File: src/hw/ubrg_defs.svh
// register offsets, field positions, reset values and counts of the baud generator
`ifndef UBRG_DEFS_SVH
`define UBRG_DEFS_SVH

// ********************************
// register offsets (byte addresses)
// ********************************
`define UBRG_OFS_WMR 8'h00
`define UBRG_OFS_CMR 8'h04
`define UBRG_OFS_BDR 8'h08
`define UBRG_OFS_STR 8'h0C

// ********************************
// reset values and writable bits
// ********************************
`define UBRG_WMR_RST  32'h0000_0000
`define UBRG_CMR_RST  32'h0000_0000
`define UBRG_BDR_RST  32'h0000_0000
`define UBRG_WMR_MASK 32'h0000_0003
`define UBRG_CMR_MASK 32'h0000_0FF3
`define UBRG_BDR_MASK 32'h0007_FFFF

// ********************************
// field positions
// ********************************
`define UBRG_CMR_CSS_LSB  0
`define UBRG_CMR_SYNC     4
`define UBRG_CMR_OVER     5
`define UBRG_CMR_CLOCK_OUTPUT_ENABLE     6
`define UBRG_CMR_WAKE     7
`define UBRG_CMR_MODE_LSB 8
`define UBRG_BDR_DIV_LSB  0
`define UBRG_BDR_FRAC_LSB 16

// ********************************
// codes and counts
// ********************************
`define UBRG_OPM_CHAN 2'h1
`define UBRG_FIX_DIV  8
`define UBRG_OVS_LO   8
`define UBRG_OVS_HI   16

`endif

File: src/hw/ubrg_pkg.sv
// types shared by the baud generator modules
package ubrg_pkg;

  // clock source of the divider
  typedef enum logic [1:0] {
    UBRG_SRC_PER = 2'b00,
    UBRG_SRC_DIV = 2'b01,
    UBRG_SRC_PCK = 2'b10,
    UBRG_SRC_EXT = 2'b11
  } ubrg_src_type;

  // state of the divider core
  typedef enum logic [1:0] {
    UBRG_ST_IDLE = 2'b00,
    UBRG_ST_RUN  = 2'b01,
    UBRG_ST_EXT  = 2'b10
  } ubrg_state_type;

endpackage

File: src/hw/ubrg_top.sv
// baud rate generator with clock select, oversampling and wishbone registers
// Overview of operation
// - source select: peripheral, fixed eighth, programmable, pin
// - selected clock divided by 16-bit divisor
// - zero divisor yields no clock
// - divisor one passes selected clock through
// - asynchronous: sampling then divide by eight/sixteen
// - fraction adds eighth steps to divisor
// - fraction stretches high phase occasionally
// - channel clock stopped unless operating mode one
// - interrupt shared only in operating mode one
// - clock requests during partial wakeup
// - synchronous: bit clock without oversampling
`timescale 1ns/1ps
`include "ubrg_defs.svh"
module ubrg_top #(
  parameter int DW = 16
) (
  // clock and reset
  input  wire logic        clk_i,
  input  wire logic        rst_i,
  // wishbone slave
  input  wire logic        cyc_i,
  input  wire logic        stb_i,
  input  wire logic        we_i,
  input  wire logic [7:0]  adr_i,
  input  wire logic [3:0]  sel_i,
  input  wire logic [31:0] dat_i,
  output logic      [31:0] dat_o,
  output logic             ack_o,
  // clock sources from outside
  input  wire logic        pck_i,
  input  wire logic        sck_i,
  // serial clock pin drive
  output logic             sck_o,
  output logic             sck_oe_o,
  // receive line for wakeup
  input  wire logic        rxd_i,
  // channel interrupt and power manager
  input  wire logic        chan_irq_i,
  output logic             irq_o,
  output logic             clk_req_o,
  // enables to receiver and transmitter
  output logic             samp_en_o,
  output logic             baud_en_o,
  output logic             samp_clk_o
);
  import ubrg_pkg::*;

  // ********************************
  // register file
  // ********************************
  logic [31:0] wmr_ff;
  logic [31:0] cmr_ff;
  logic [31:0] bdr_ff;
  logic [31:0] rdat_ff;
  logic        ack_ff;
  logic [7:0]  bcnt_ff;

  // bus decode
  wire         req_w   = cyc_i && stb_i && !ack_ff;
  wire         wr_w    = cyc_i && stb_i && we_i && ack_ff; // write lands on the acknowledged edge
  wire         hit_wmr = (adr_i == `UBRG_OFS_WMR);
  wire         hit_cmr = (adr_i == `UBRG_OFS_CMR);
  wire         hit_bdr = (adr_i == `UBRG_OFS_BDR);
  wire         hit_str = (adr_i == `UBRG_OFS_STR);
  wire  [31:0] bmask_w = {{8{sel_i[3]}}, {8{sel_i[2]}}, {8{sel_i[1]}}, {8{sel_i[0]}}};

  // byte-lane merge of each register
  wire  [31:0] nxt_wmr = ((wmr_ff & ~bmask_w) | (dat_i & bmask_w)) & `UBRG_WMR_MASK;
  wire  [31:0] nxt_cmr = ((cmr_ff & ~bmask_w) | (dat_i & bmask_w)) & `UBRG_CMR_MASK;
  wire  [31:0] nxt_bdr = ((bdr_ff & ~bmask_w) | (dat_i & bmask_w)) & `UBRG_BDR_MASK;

  // field views
  wire  [1:0]  opm_w  = wmr_ff[1:0];
  wire         run_en = (opm_w == `UBRG_OPM_CHAN);
  wire  ubrg_src_type css_w = ubrg_src_type'(cmr_ff[`UBRG_CMR_CSS_LSB +: 2]);
  wire         sync_w = cmr_ff[`UBRG_CMR_SYNC];
  wire         over_w = cmr_ff[`UBRG_CMR_OVER];
  wire         clock_output_enable_w = cmr_ff[`UBRG_CMR_CLOCK_OUTPUT_ENABLE];
  wire         wake_w = cmr_ff[`UBRG_CMR_WAKE];
  wire [DW-1:0] div_w = bdr_ff[`UBRG_BDR_DIV_LSB +: DW];
  wire  [2:0]  frac_w = bdr_ff[`UBRG_BDR_FRAC_LSB +: 3];

  // status word
  logic        run_w;
  wire  [31:0] str_w  = {16'h0000, bcnt_ff, 5'h00, samp_clk_o, clk_req_o, run_w};

  // read mux, unmapped reads as zero
  wire  [31:0] rmux_w = hit_wmr ? wmr_ff :
                        hit_cmr ? cmr_ff :
                        hit_bdr ? bdr_ff :
                        hit_str ? str_w  : 32'h0000_0000;

  // register writes and single-cycle acknowledge
  always_ff @(posedge clk_i) begin
    if (rst_i) begin
      wmr_ff  <= `UBRG_WMR_RST;
      cmr_ff  <= `UBRG_CMR_RST;
      bdr_ff  <= `UBRG_BDR_RST;
      rdat_ff <= 32'h0000_0000;
      ack_ff  <= 1'b0;
    end else begin
      ack_ff  <= req_w;
      rdat_ff <= req_w ? rmux_w : 32'h0000_0000;
      if (wr_w && hit_wmr) wmr_ff <= nxt_wmr;
      if (wr_w && hit_cmr) cmr_ff <= nxt_cmr;
      if (wr_w && hit_bdr) bdr_ff <= nxt_bdr;
    end
  end

  assign ack_o = ack_ff;
  assign dat_o = rdat_ff;

  // ********************************
  // source synchronisers
  // ********************************
  logic [2:0] pck_sy_ff;
  logic [2:0] sck_sy_ff;
  logic [1:0] rxd_sy_ff;

  // two stages, third only for edge detect
  always_ff @(posedge clk_i) begin
    if (rst_i) begin
      pck_sy_ff <= 3'h0;
      sck_sy_ff <= 3'h0;
      rxd_sy_ff <= 2'h3;
    end else begin
      pck_sy_ff <= {pck_sy_ff[1:0], pck_i};
      sck_sy_ff <= {sck_sy_ff[1:0], sck_i};
      rxd_sy_ff <= {rxd_sy_ff[0], rxd_i};
    end
  end

  // rising edges seen after the second stage
  wire pck_rise = pck_sy_ff[1] && !pck_sy_ff[2];
  wire sck_rise = sck_sy_ff[1] && !sck_sy_ff[2];
  wire rxd_low  = !rxd_sy_ff[1];

  // ********************************
  // clock source selection
  // ********************************
  logic [2:0] fdc_ff;
  wire        fix_tick = (fdc_ff == 3'(`UBRG_FIX_DIV - 1));

  // fixed divide of the peripheral clock, held while stopped
  always_ff @(posedge clk_i) begin
    if (rst_i) begin
      fdc_ff <= 3'h0;
    end else if (run_en) begin
      fdc_ff <= fdc_ff + 3'h1;
    end
  end

  // source enable, gated by operating mode
  logic src_raw;
  always_comb begin
    src_raw = 1'b0;
    unique case (css_w)
      UBRG_SRC_PER: src_raw = 1'b1;
      UBRG_SRC_DIV: src_raw = fix_tick;
      UBRG_SRC_PCK: src_raw = pck_rise;
      UBRG_SRC_EXT: src_raw = sck_rise;
    endcase
  end
  wire src_tick = run_en && src_raw;

  // ********************************
  // divider core
  // ********************************
  logic samp_w;
  logic phase_w;

  ubrg_div #(
    .DW      (DW)
  ) u_div (
    .clk_i   (clk_i),
    .rst_i   (rst_i),
    .tick_i  (src_tick),
    .div_i   (div_w),
    .frac_i  (frac_w),
    .samp_o  (samp_w),
    .phase_o (phase_w),
    .run_o   (run_w)
  );

  assign samp_en_o  = samp_w;
  assign samp_clk_o = phase_w;

  // ********************************
  // oversampling divide
  // ********************************
  logic [3:0] ovs_ff;
  logic       baud_ff;
  wire  [3:0] lim_w  = over_w ? 4'(`UBRG_OVS_LO - 1) : 4'(`UBRG_OVS_HI - 1);
  wire        wrap_w = (ovs_ff >= lim_w);

  // bit-period enable from sampling enables
  always_ff @(posedge clk_i) begin
    if (rst_i) begin
      ovs_ff  <= 4'h0;
      baud_ff <= 1'b0;
      bcnt_ff <= 8'h00;
    end else begin
      baud_ff <= samp_w && (sync_w || wrap_w);
      if (samp_w && (sync_w || wrap_w)) begin
        ovs_ff  <= 4'h0;
        bcnt_ff <= bcnt_ff + 8'h01;
      end else if (samp_w) begin
        ovs_ff  <= ovs_ff + 4'h1;
      end
    end
  end

  assign baud_en_o = baud_ff;

  // ********************************
  // pin drive, interrupt, clock request
  // ********************************
  logic sck_ff;
  logic sck_oe_ff;
  logic irq_ff;
  logic req_ff;

  // outputs registered toward pin, interrupt controller and power manager
  always_ff @(posedge clk_i) begin
    if (rst_i) begin
      sck_ff    <= 1'b0;
      sck_oe_ff <= 1'b0;
      irq_ff    <= 1'b0;
      req_ff    <= 1'b0;
    end else begin
      sck_ff    <= phase_w;
      sck_oe_ff <= clock_output_enable_w && (css_w != UBRG_SRC_EXT) && run_en;
      irq_ff    <= chan_irq_i && run_en;
      req_ff    <= wake_w && (rxd_low || run_w);
    end
  end

  assign sck_o     = sck_ff;
  assign sck_oe_o  = sck_oe_ff;
  assign irq_o     = irq_ff;
  assign clk_req_o = req_ff;

  // ********************************
  // checks
  // ********************************
  a_mode_stops_clk: assert property (@(posedge clk_i) disable iff (rst_i)
    (!run_en) [*3] |-> !samp_en_o && !src_tick)
    else $error("sampling enable while channel stopped");
  a_irq_shared: assert property (@(posedge clk_i) disable iff (rst_i)
    ##1 irq_o == ($past(chan_irq_i) && $past(run_en)))
    else $error("interrupt not shared per operating mode");
  a_fixed_eighth: assert property (@(posedge clk_i) disable iff (rst_i)
    (fix_tick && run_en) [*1] ##1 run_en [*7] |=> fix_tick)
    else $error("fixed divide not by eight");
  a_ovs_wrap: assert property (@(posedge clk_i) disable iff (rst_i)
    (samp_en_o && !sync_w && wrap_w) |=> baud_en_o && ovs_ff == 4'h0)
    else $error("bit period not ended at oversample limit");
  a_ovs_hold: assert property (@(posedge clk_i) disable iff (rst_i)
    (samp_en_o && !sync_w && !wrap_w) |=> !baud_en_o)
    else $error("bit period ended early");
  a_sync_direct: assert property (@(posedge clk_i) disable iff (rst_i)
    (samp_en_o && sync_w) |=> baud_en_o)
    else $error("synchronous bit clock not direct");
  a_baud_cause: assert property (@(posedge clk_i) disable iff (rst_i)
    baud_en_o |-> $past(samp_en_o))
    else $error("bit enable without sampling enable");
  a_wake_request: assert property (@(posedge clk_i) disable iff (rst_i)
    (wake_w && rxd_low) |=> clk_req_o)
    else $error("no clock request on wakeup activity");
  a_bus_ack_once: assert property (@(posedge clk_i) disable iff (rst_i)
    ack_o |=> !ack_o)
    else $error("acknowledge longer than one cycle");
endmodule

File: src/hw/ubrg_div.sv
// divider core: reloading down-counter with eighth-step fraction
`timescale 1ns/1ps
module ubrg_div #(
  parameter int DW = 16
) (
  // clock and reset
  input  wire logic          clk_i,
  input  wire logic          rst_i,
  // selected clock enable and settings
  input  wire logic          tick_i,
  input  wire logic [DW-1:0] div_i,
  input  wire logic [2:0]    frac_i,
  // sampling enable and clock level
  output logic               samp_o,
  output logic               phase_o,
  output logic               run_o
);
  import ubrg_pkg::*;

  ubrg_state_type st_ff;
  ubrg_state_type nxt_st;
  logic [DW-1:0]  cnt_ff;
  logic [DW-1:0]  cur_ff;
  logic [2:0]     acc_ff;
  logic           extra_ff;
  logic           samp_ff;
  logic           phase_ff;

  // ********************************
  // reload decode
  // ********************************
  wire  last_w   = (st_ff == UBRG_ST_RUN) && (cnt_ff == DW'(1));
  wire  reload_w = tick_i && ((last_w && !extra_ff) || (st_ff == UBRG_ST_EXT));
  wire  start_w  = (st_ff == UBRG_ST_IDLE) && (div_i != '0);
  wire  [3:0] sum_w = {1'b0, acc_ff} + {1'b0, frac_i};
  wire  hi_w     = (cnt_ff > (cur_ff >> 1)) || (st_ff == UBRG_ST_EXT);

  // next state
  always_comb begin
    nxt_st = st_ff;
    unique case (st_ff)
      UBRG_ST_IDLE: if (start_w) nxt_st = UBRG_ST_RUN;
      UBRG_ST_RUN: begin
        if (tick_i && last_w && extra_ff) nxt_st = UBRG_ST_EXT;
        else if (reload_w && div_i == '0) nxt_st = UBRG_ST_IDLE;
      end
      UBRG_ST_EXT: begin
        if (reload_w) nxt_st = (div_i == '0) ? UBRG_ST_IDLE : UBRG_ST_RUN;
      end
      default: nxt_st = UBRG_ST_IDLE;
    endcase
  end

  // counter, latched settings and fraction accumulator
  always_ff @(posedge clk_i) begin
    if (rst_i) begin
      st_ff    <= UBRG_ST_IDLE;
      cnt_ff   <= '0;
      cur_ff   <= '0;
      acc_ff   <= 3'h0;
      extra_ff <= 1'b0;
      samp_ff  <= 1'b0;
      phase_ff <= 1'b0;
    end else begin
      st_ff    <= nxt_st;
      samp_ff  <= reload_w;
      phase_ff <= (st_ff != UBRG_ST_IDLE) && hi_w;
      if (start_w || reload_w) begin
        cnt_ff   <= div_i;
        cur_ff   <= div_i;
        acc_ff   <= start_w ? frac_i : sum_w[2:0];
        extra_ff <= start_w ? 1'b0 : sum_w[3];
      end else if (tick_i && st_ff == UBRG_ST_RUN && !last_w) begin
        cnt_ff <= cnt_ff - DW'(1);
      end
    end
  end

  assign samp_o  = samp_ff;
  assign phase_o = phase_ff;
  assign run_o   = (st_ff != UBRG_ST_IDLE);

  // ********************************
  // checks
  // ********************************
  a_zero_div_quiet: assert property (@(posedge clk_i) disable iff (rst_i)
    (st_ff == UBRG_ST_IDLE && div_i == '0) [*2] |-> !samp_o)
    else $error("sampling enable with zero divisor");
  a_bypass_pass: assert property (@(posedge clk_i) disable iff (rst_i)
    (last_w && cur_ff == DW'(1) && !extra_ff && tick_i) |=> samp_o)
    else $error("divisor one does not pass the clock");
  a_stretch_end: assert property (@(posedge clk_i) disable iff (rst_i)
    (st_ff == UBRG_ST_EXT && tick_i) |=> samp_o && phase_o)
    else $error("stretched cycle did not end the period");
  a_frac_zero: assert property (@(posedge clk_i) disable iff (rst_i)
    (reload_w && frac_i == 3'h0 && acc_ff == 3'h0) |=> !extra_ff)
    else $error("extra cycle without fraction");
  a_hold_setting: assert property (@(posedge clk_i) disable iff (rst_i)
    (st_ff == UBRG_ST_RUN && !reload_w) |=> $stable(cur_ff))
    else $error("divisor changed inside a period");
endmodule

File: config.mk
export PLATFORM = sky130hd
export DESIGN_NAME = ubrg_top
export DESIGN_NICKNAME = d
export VERILOG_FILES = /design/src/hw/ubrg_pkg.sv /design/src/hw/ubrg_top.sv /design/src/hw/ubrg_div.sv
export VERILOG_INCLUDE_DIRS = /design/src /design/src/hw
export SDC_FILE = /design/constraint.sdc
export NUM_CORES = 1
export LEC_CHECK = 0
export BUFFER_PORTS_ARGS = -buffer_cell sky130_fd_sc_hd__buf_4
export CAP_MARGIN = 15
export CORE_MARGIN = 3
export CORE_UTILIZATION = 50
export CTS_BUF_LIST = sky130_fd_sc_hd__clkbuf_2 sky130_fd_sc_hd__clkbuf_4 sky130_fd_sc_hd__clkbuf_8
export CTS_CLUSTER_DIAMETER = 200
export CTS_CLUSTER_SIZE = 25
export DETAILED_ROUTE_END_ITERATION = 8
export HOLD_SLACK_MARGIN = 0.02
export PLACE_DENSITY = 0.82
export SYNTH_ARGS = -nofsm -noshare
export SYNTH_HDL_FRONTEND = slang
export SYNTH_SLANG_ARGS = --single-unit
File: constraint.sdc
create_clock -name clk_i -period 4.2 [get_ports clk_i]
set_clock_uncertainty 0.2 [all_clocks]
set_input_delay 0.21 -clock clk_i [delete_from_list [all_inputs] [get_ports clk_i]]
set_output_delay 0.21 -clock clk_i [all_outputs]
set_load 0.01 [all_outputs]
== After elaboration in Yosys (flattened, before gate mapping) ==
Cells that the tools add are included.

* $lt $le $gt $ge: 2
* Shift-type cells: 0
* Reductions and logical operators: 49
* Divide/modulo/power cells: 0
* Equal/unequal tests: 15
* $add $sub $neg: 5
* $mul: 0
* Bitwise operators: 9
* Mux-type cells: 16

{| class="wikitable"
|+ Operator list
! kind !! count
|-
| 16-bit two-way mux || 3
|-
| 19-bit AND || 2
|-
| 1-bit logical AND || 25
|-
| 19-bit two-way mux || 1
|-
| 19-bit inverter || 1
|-
| 19-bit OR || 1
|-
| 16-bit by 1-bit equality test with 1-bit output, second input constant || 1
|-
| 8-bit by 4-bit equality test with 1-bit output, second input constant || 2
|-
| 16-bit by 15-bit greater-than comparator with 1-bit output || 1
|-
| 16-bit logical NOT || 1
|-
| 16-bit nonzero test || 1
|-
| 16-bit by 1-bit subtractor with 16-bit output, second input constant || 1
|-
| 12-bit AND || 1
|-
| 12-bit two-way mux || 1
|-
| 12-bit OR || 1
|-
| 2-bit two-way mux || 5
|-
| 8-bit by 1-bit adder with 8-bit output, second input constant || 1
|-
| 8-bit by 3-bit equality test with 1-bit output, second input constant || 1
|-
| 8-bit logical NOT || 1
|-
| 2-bit by 1-bit equality test with 1-bit output, second input constant || 3
|-
| 2-bit equality test, second input constant || 3
|-
| 1-bit logical NOT || 6
|-
| 2-bit case mux with 3 select lines || 1
|-
| 1-bit logical OR || 5
|-
| other kinds (22) || 27
|}

* Output and inout port bits: 40
* Memories kept: 0
* Memory bits (writable): 0
* Bits in latches: 0
* Word-level logic and storage cells: 122
* Memory bits (read-only): 0
* Input port bits: 53
* Bits in registers: 132

== Logic depth before layout (Yosys ltp) ==
* Word-level depth: 9
* Mapped depth: 9
* Mapped depth without buffers: 8

== By module ==
A second synthesis with hierarchy kept.

* Cells, all modules: 634
* Area, all modules: 5,850.6 µm²

{| class="wikitable"
|+ By module, submodules not included
! module !! sequential area each (µm²) !! cells an instance !! area each (µm²) !! instances
|-
| ubrg_top || 1,581.5 || 334 || 3,397.0 || 1
|-
| ubrg_div || 780.7 || 300 || 2,453.6 || 1
|}

== Worst setup path after synthesis ==
Ideal clock, no wire load.

* Kind: reg-to-reg
* From: register fdc_ff[0]
* To: register u_div.cnt_ff[11]
* Arrival: 1.943 ns
* Data required time: 3.905 ns
* Stages on the path, launching flop included: 9
* Slack: 1.961 ns
* Setup time: 0.095 ns
* Clock period less this slack: 2.239 ns
* Buffers on the path: 0
* Cell sequence: dfxtp_1 -> ha_1 -> ha_1 -> inv_1 -> o32a_1 -> a211o_1 -> or2_1 -> or3_1 -> o311ai_1

* Cells in the longest elaborated chain, start to end: 6
* Elaborated cells on any way between the ends: 9
* Those cells by class: eq/ne (1); mux (2); reduce/logical (6)

{| class="wikitable"
|+ Ends and longest elaborated chain
! element !! line !! source
|-
| start, declared || ubrg_top.sv:143 || <nowiki>logic [2:0] fdc_ff;</nowiki>
|-
| start signal, assigned || ubrg_top.sv:151 || <nowiki>fdc_ff <= fdc_ff + 3'h1;</nowiki>
|-
| 3-bit equality test (*) || ubrg_top.sv:144 || <nowiki>wire fix_tick = (fdc_ff == 3'(`UBRG_FIX_DIV - 1));</nowiki>
|-
| 1-bit case mux with 4 select lines (*) || ubrg_top.sv:159 || <nowiki>unique case (css_w)</nowiki>
|-
| 1-bit logical AND (*) || ubrg_top.sv:166 || <nowiki>wire src_tick = run_en && src_raw;</nowiki>
|-
| 1-bit logical AND (on tied branches) || ubrg_div.sv:33, ubrg_div.sv:73 ||
|-
| 1-bit logical OR / 1-bit logical AND (equally long branches) || ubrg_div.sv:68, ubrg_div.sv:73 ||
|-
| 16-bit two-way mux / 2-bit nonzero test (equally long branches) || - ||
|-
| end signal, assigned || ubrg_div.sv:69 || <nowiki>cnt_ff <= div_i;</nowiki>
|-
| end signal, assigned || ubrg_div.sv:74 || <nowiki>cnt_ff <= cnt_ff - DW'(1);</nowiki>
|-
| end, declared || ubrg_div.sv:22 || <nowiki>logic [DW-1:0] cnt_ff;</nowiki>
|}

Every way passes the cells marked *; elsewhere a longest branch is shown, timed or not.
A chain may end at the register's enable or synchronous reset.

== Worst setup path after layout ==
* From: register u_div.cnt_ff[4]
* To: register u_div.cnt_ff[10]

* Cells in the longest elaborated chain, start to end: 7
* Elaborated cells on any way between the ends: 12
* Those cells by class: add/sub (1); eq/ne (1); mux (2); reduce/logical (8)

{| class="wikitable"
|+ Ends and longest elaborated chain
! element
|-
| parallel branches: the longest is 7 deep, another holds 16-bit by 1-bit subtractor with 16-bit output
|}

Several ways; the timed one is not identified. The select of a mux whose other input is x is not followed.

==> run metrics <==
die boundary height=110.1 um; detailed-route wire length=13910 um; core area=10420 um2; detailed-route DRC error count=0; post-synthesis cell type with the largest combined area=sky130_fd_sc_hd__dfxtp_1; clock-pin slew on the worst setup and hold paths=0.07 ns; hold crit path type=in2reg; post-synthesis instance area=5420 um2; buffer depth of the longest clock path=2; top cells by count, synth=sky130_fd_sc_hd__dfxtp_1, sky130_fd_sc_hd__nor2_1, sky130_fd_sc_hd__nand2_1, sky130_fd_sc_hd__mux2i_1, sky130_fd_sc_hd__a21oi_1; capturing element type of the critical path=flop; count leader, synth=sky130_fd_sc_hd__dfxtp_1; combined buffer and inverter count along the critical path=0; utilization after layout=0.6283; cell row count=37; instance area after placement=5898 um2; CTS tree=yes; number of standard cells in the final layout excluding fillers=834; number of pins exceeding their max-slew limit in the final report=0; sequential element share of the synthesized area=0.4358; total inserted antenna cells=0; Top Family by Delay on Critical Path=simple AND/OR/NAND/NOR gates; actual transition at the worst max-transition pin=0.9528 ns; Maximum Capacitance Violations=0; outcome=finished clean; overflow left after global routing=0; number of buffers added for setup after CTS=0; wire length of the first global-routing pass=22560 um; power per unit of standard cell area=342.4 nW/um2; count of input and output buffers=65; worst ir drop on vdd=0.2638 mV; most instantiated flip-flop cell in the synthesis netlist=sky130_fd_sc_hd__dfxtp_1; Synth top area share=0.4358; met1 WL=5580 um; clock sink total=118; cell-by-cell trace of the critical path=nor3_1 -> nand3_1 -> nor2_1 -> nor2_1 -> a22oi_1 -> a21oi_1; met2 wire len=6962 um; post-route cell area=6545 um2; dpl cells=777; per-instance average area after synthesis=9.019 um2; fin nets=764; startpoint type of the worst setup path=flop; Clock Latency Late Sink=0.45 ns; Min Hold Slack=0.03892 ns; remaining number of nets flagged by the antenna check after routing=0; uppermost layer routed=met4; CTS HTree Levels=4; unrepaired setup endpoints after global routing=false; count of routing violations after the opening detailed-route iteration=355; post-route fraction of the period consumed by the critical path=0.6860; initial core utilization=0.5204; CTS Buf Count=17; final routed wire length divided by cell count=16.68 um; WS Path Type=reg2reg; overall via count from detail_route=4687; time the worst path needs with I/O delays and setup=2.881 ns; slowest stage cell on the critical path=sky130_fd_sc_hd__nor2_1; Fmax=347.1 MHz; number of warnings issued by yosys=0; cell mode on critical path=sky130_fd_sc_hd__nor2_1; DRT Pass-1 Iters=7; Crit path largest cell delay=0.69 ns; WL met3=986 um; via density per instance=5.620; initial antenna violation count=0; sum of negative setup slack=0 ns; synthesized flop and latch total=118; number of library cell types mapped by synthesis=60; routability cong.=0.9212; Ports=93; largest cells by area after synthesis=sky130_fd_sc_hd__dfxtp_1, sky130_fd_sc_hd__mux2i_1, sky130_fd_sc_hd__ha_1; final number of setup-violating endpoints=0; number of global-route vias before repair=4668; worst-path maximum fanout=12; Worst EP arrival=2.97 ns; synthesized netlist cell count=601; width of the die=110.1 um; post-detail-place hpwl=9309 um; share of synthesized registers carrying an async set or reset=0; Leakage Power=2.569 nW; area added between synthesis and finish=20.75%; overall die area=12130 um2; global-route usage over all layers=0.2410; worst relative slew slack=0.3648; fraction of final layout cells sized beyond drive strength 1=0.1691; Hold Fails Final Rpt=0; pin count of the biggest net entering global routing=93; number of enable-type register cells in the synthesized netlist=0; root buffer cell=sky130_fd_sc_hd__clkbuf_8; Worst Path Required=4.29 ns
worst min-delay path, delay by kind of cell:
kind	cells	cell delay (ns)
buffers and inverters	1	0.10
AND/OR/NAND/NOR	3	0.31
layer usage:
| layer | up-vias | global-route usage |
|---|---|---|
| met5 | - | 0 |
| met4 | 0 | 0.1143 |
| met3 | 35 | 0.06290 |
| met2 | 206 | 0.4086 |
| met1 | 2205 | 0.2839 |
| li1 | 2241 | - |
per-stage QoR:
| step | setup slack (ns) | power (W) |
|---|---|---|
| 6_report | 1.319 | 0.002241 |
| 5_1_grt | 1.250 | 0.002308 |
| 4_1_cts | 1.442 | 0.002246 |
| 3_5_place_dp | 1.462 | 0.001219 |
| 3_3_place_gp | 1.510 | 0.001218 |
| 2_1_floorplan | 1.961 | 0.001193 |
worst paths after layout:
path                                    to                          from  slack [ns]  cells past startpoint
max          u_div.cnt_ff[10]$_SDFFE_PP0P_  u_div.cnt_ff[4]$_SDFFE_PP0P_        1.32                      6
min                   dat_o[17]$_SDFF_PP0_                         cyc_i        0.04                      4
max reg2reg  u_div.cnt_ff[10]$_SDFFE_PP0P_  u_div.cnt_ff[4]$_SDFFE_PP0P_        1.32                      6
min reg2reg           clk_req_o$_SDFF_PP0_       rxd_sy_ff[1]$_SDFF_PP1_        0.20                      1
power breakdown:
group / internal [W] / switching, W
Combinational: 0.0000450 / 0.0000462
Clock: 0.000563 / 0.000464
Sequential: 0.00112 / 0.00000118
Total: 0.00173 / 0.000511
what timing repair did:
action | CTS | global route
gates resized for setup | 0 | 0
hold endpoints to repair | 40 | 0
hold buffers | 25 | 0
logic make-up after synthesis:
group | count (synthesis) | synth area share
AOI/OAI and AO/OA | 101 | 0.1290
xor gates and xnor gates | 17 | 0.02747
muxes | 43 | 0.08264
other | 1 | 0.0006919
and+or+nand+nor | 231 | 0.2027
adders and majority gates | 26 | 0.06140
DFF | 118 | 0.4358
buffers and inverters | 64 | 0.06025
cells in the final DEF (no fill, tap or decap), drive strengths merged, types with 13 or more instances in the layout:
cell type and n:
conb 13, inv 28, mux2i 38, a22oi 13
buf 65, a21oi 33, xor2 13, nor2 75
dlygate4sd3 25, clkbuf 20, nor3 14, nor2b 15
ha 25, dfxtp 118, nand2 66
area by class of cell:
class,count,area (um2)
repair buffers,90,738.2
inverters,27,101.3
fillers,792,3871
well taps,136,170.2
multi-input cells,431,2776
flip-flops and latches,118,2362
clock inverters,12,127.6
clock buffers,20,269.0
Power figures use the tool's default switching activity.
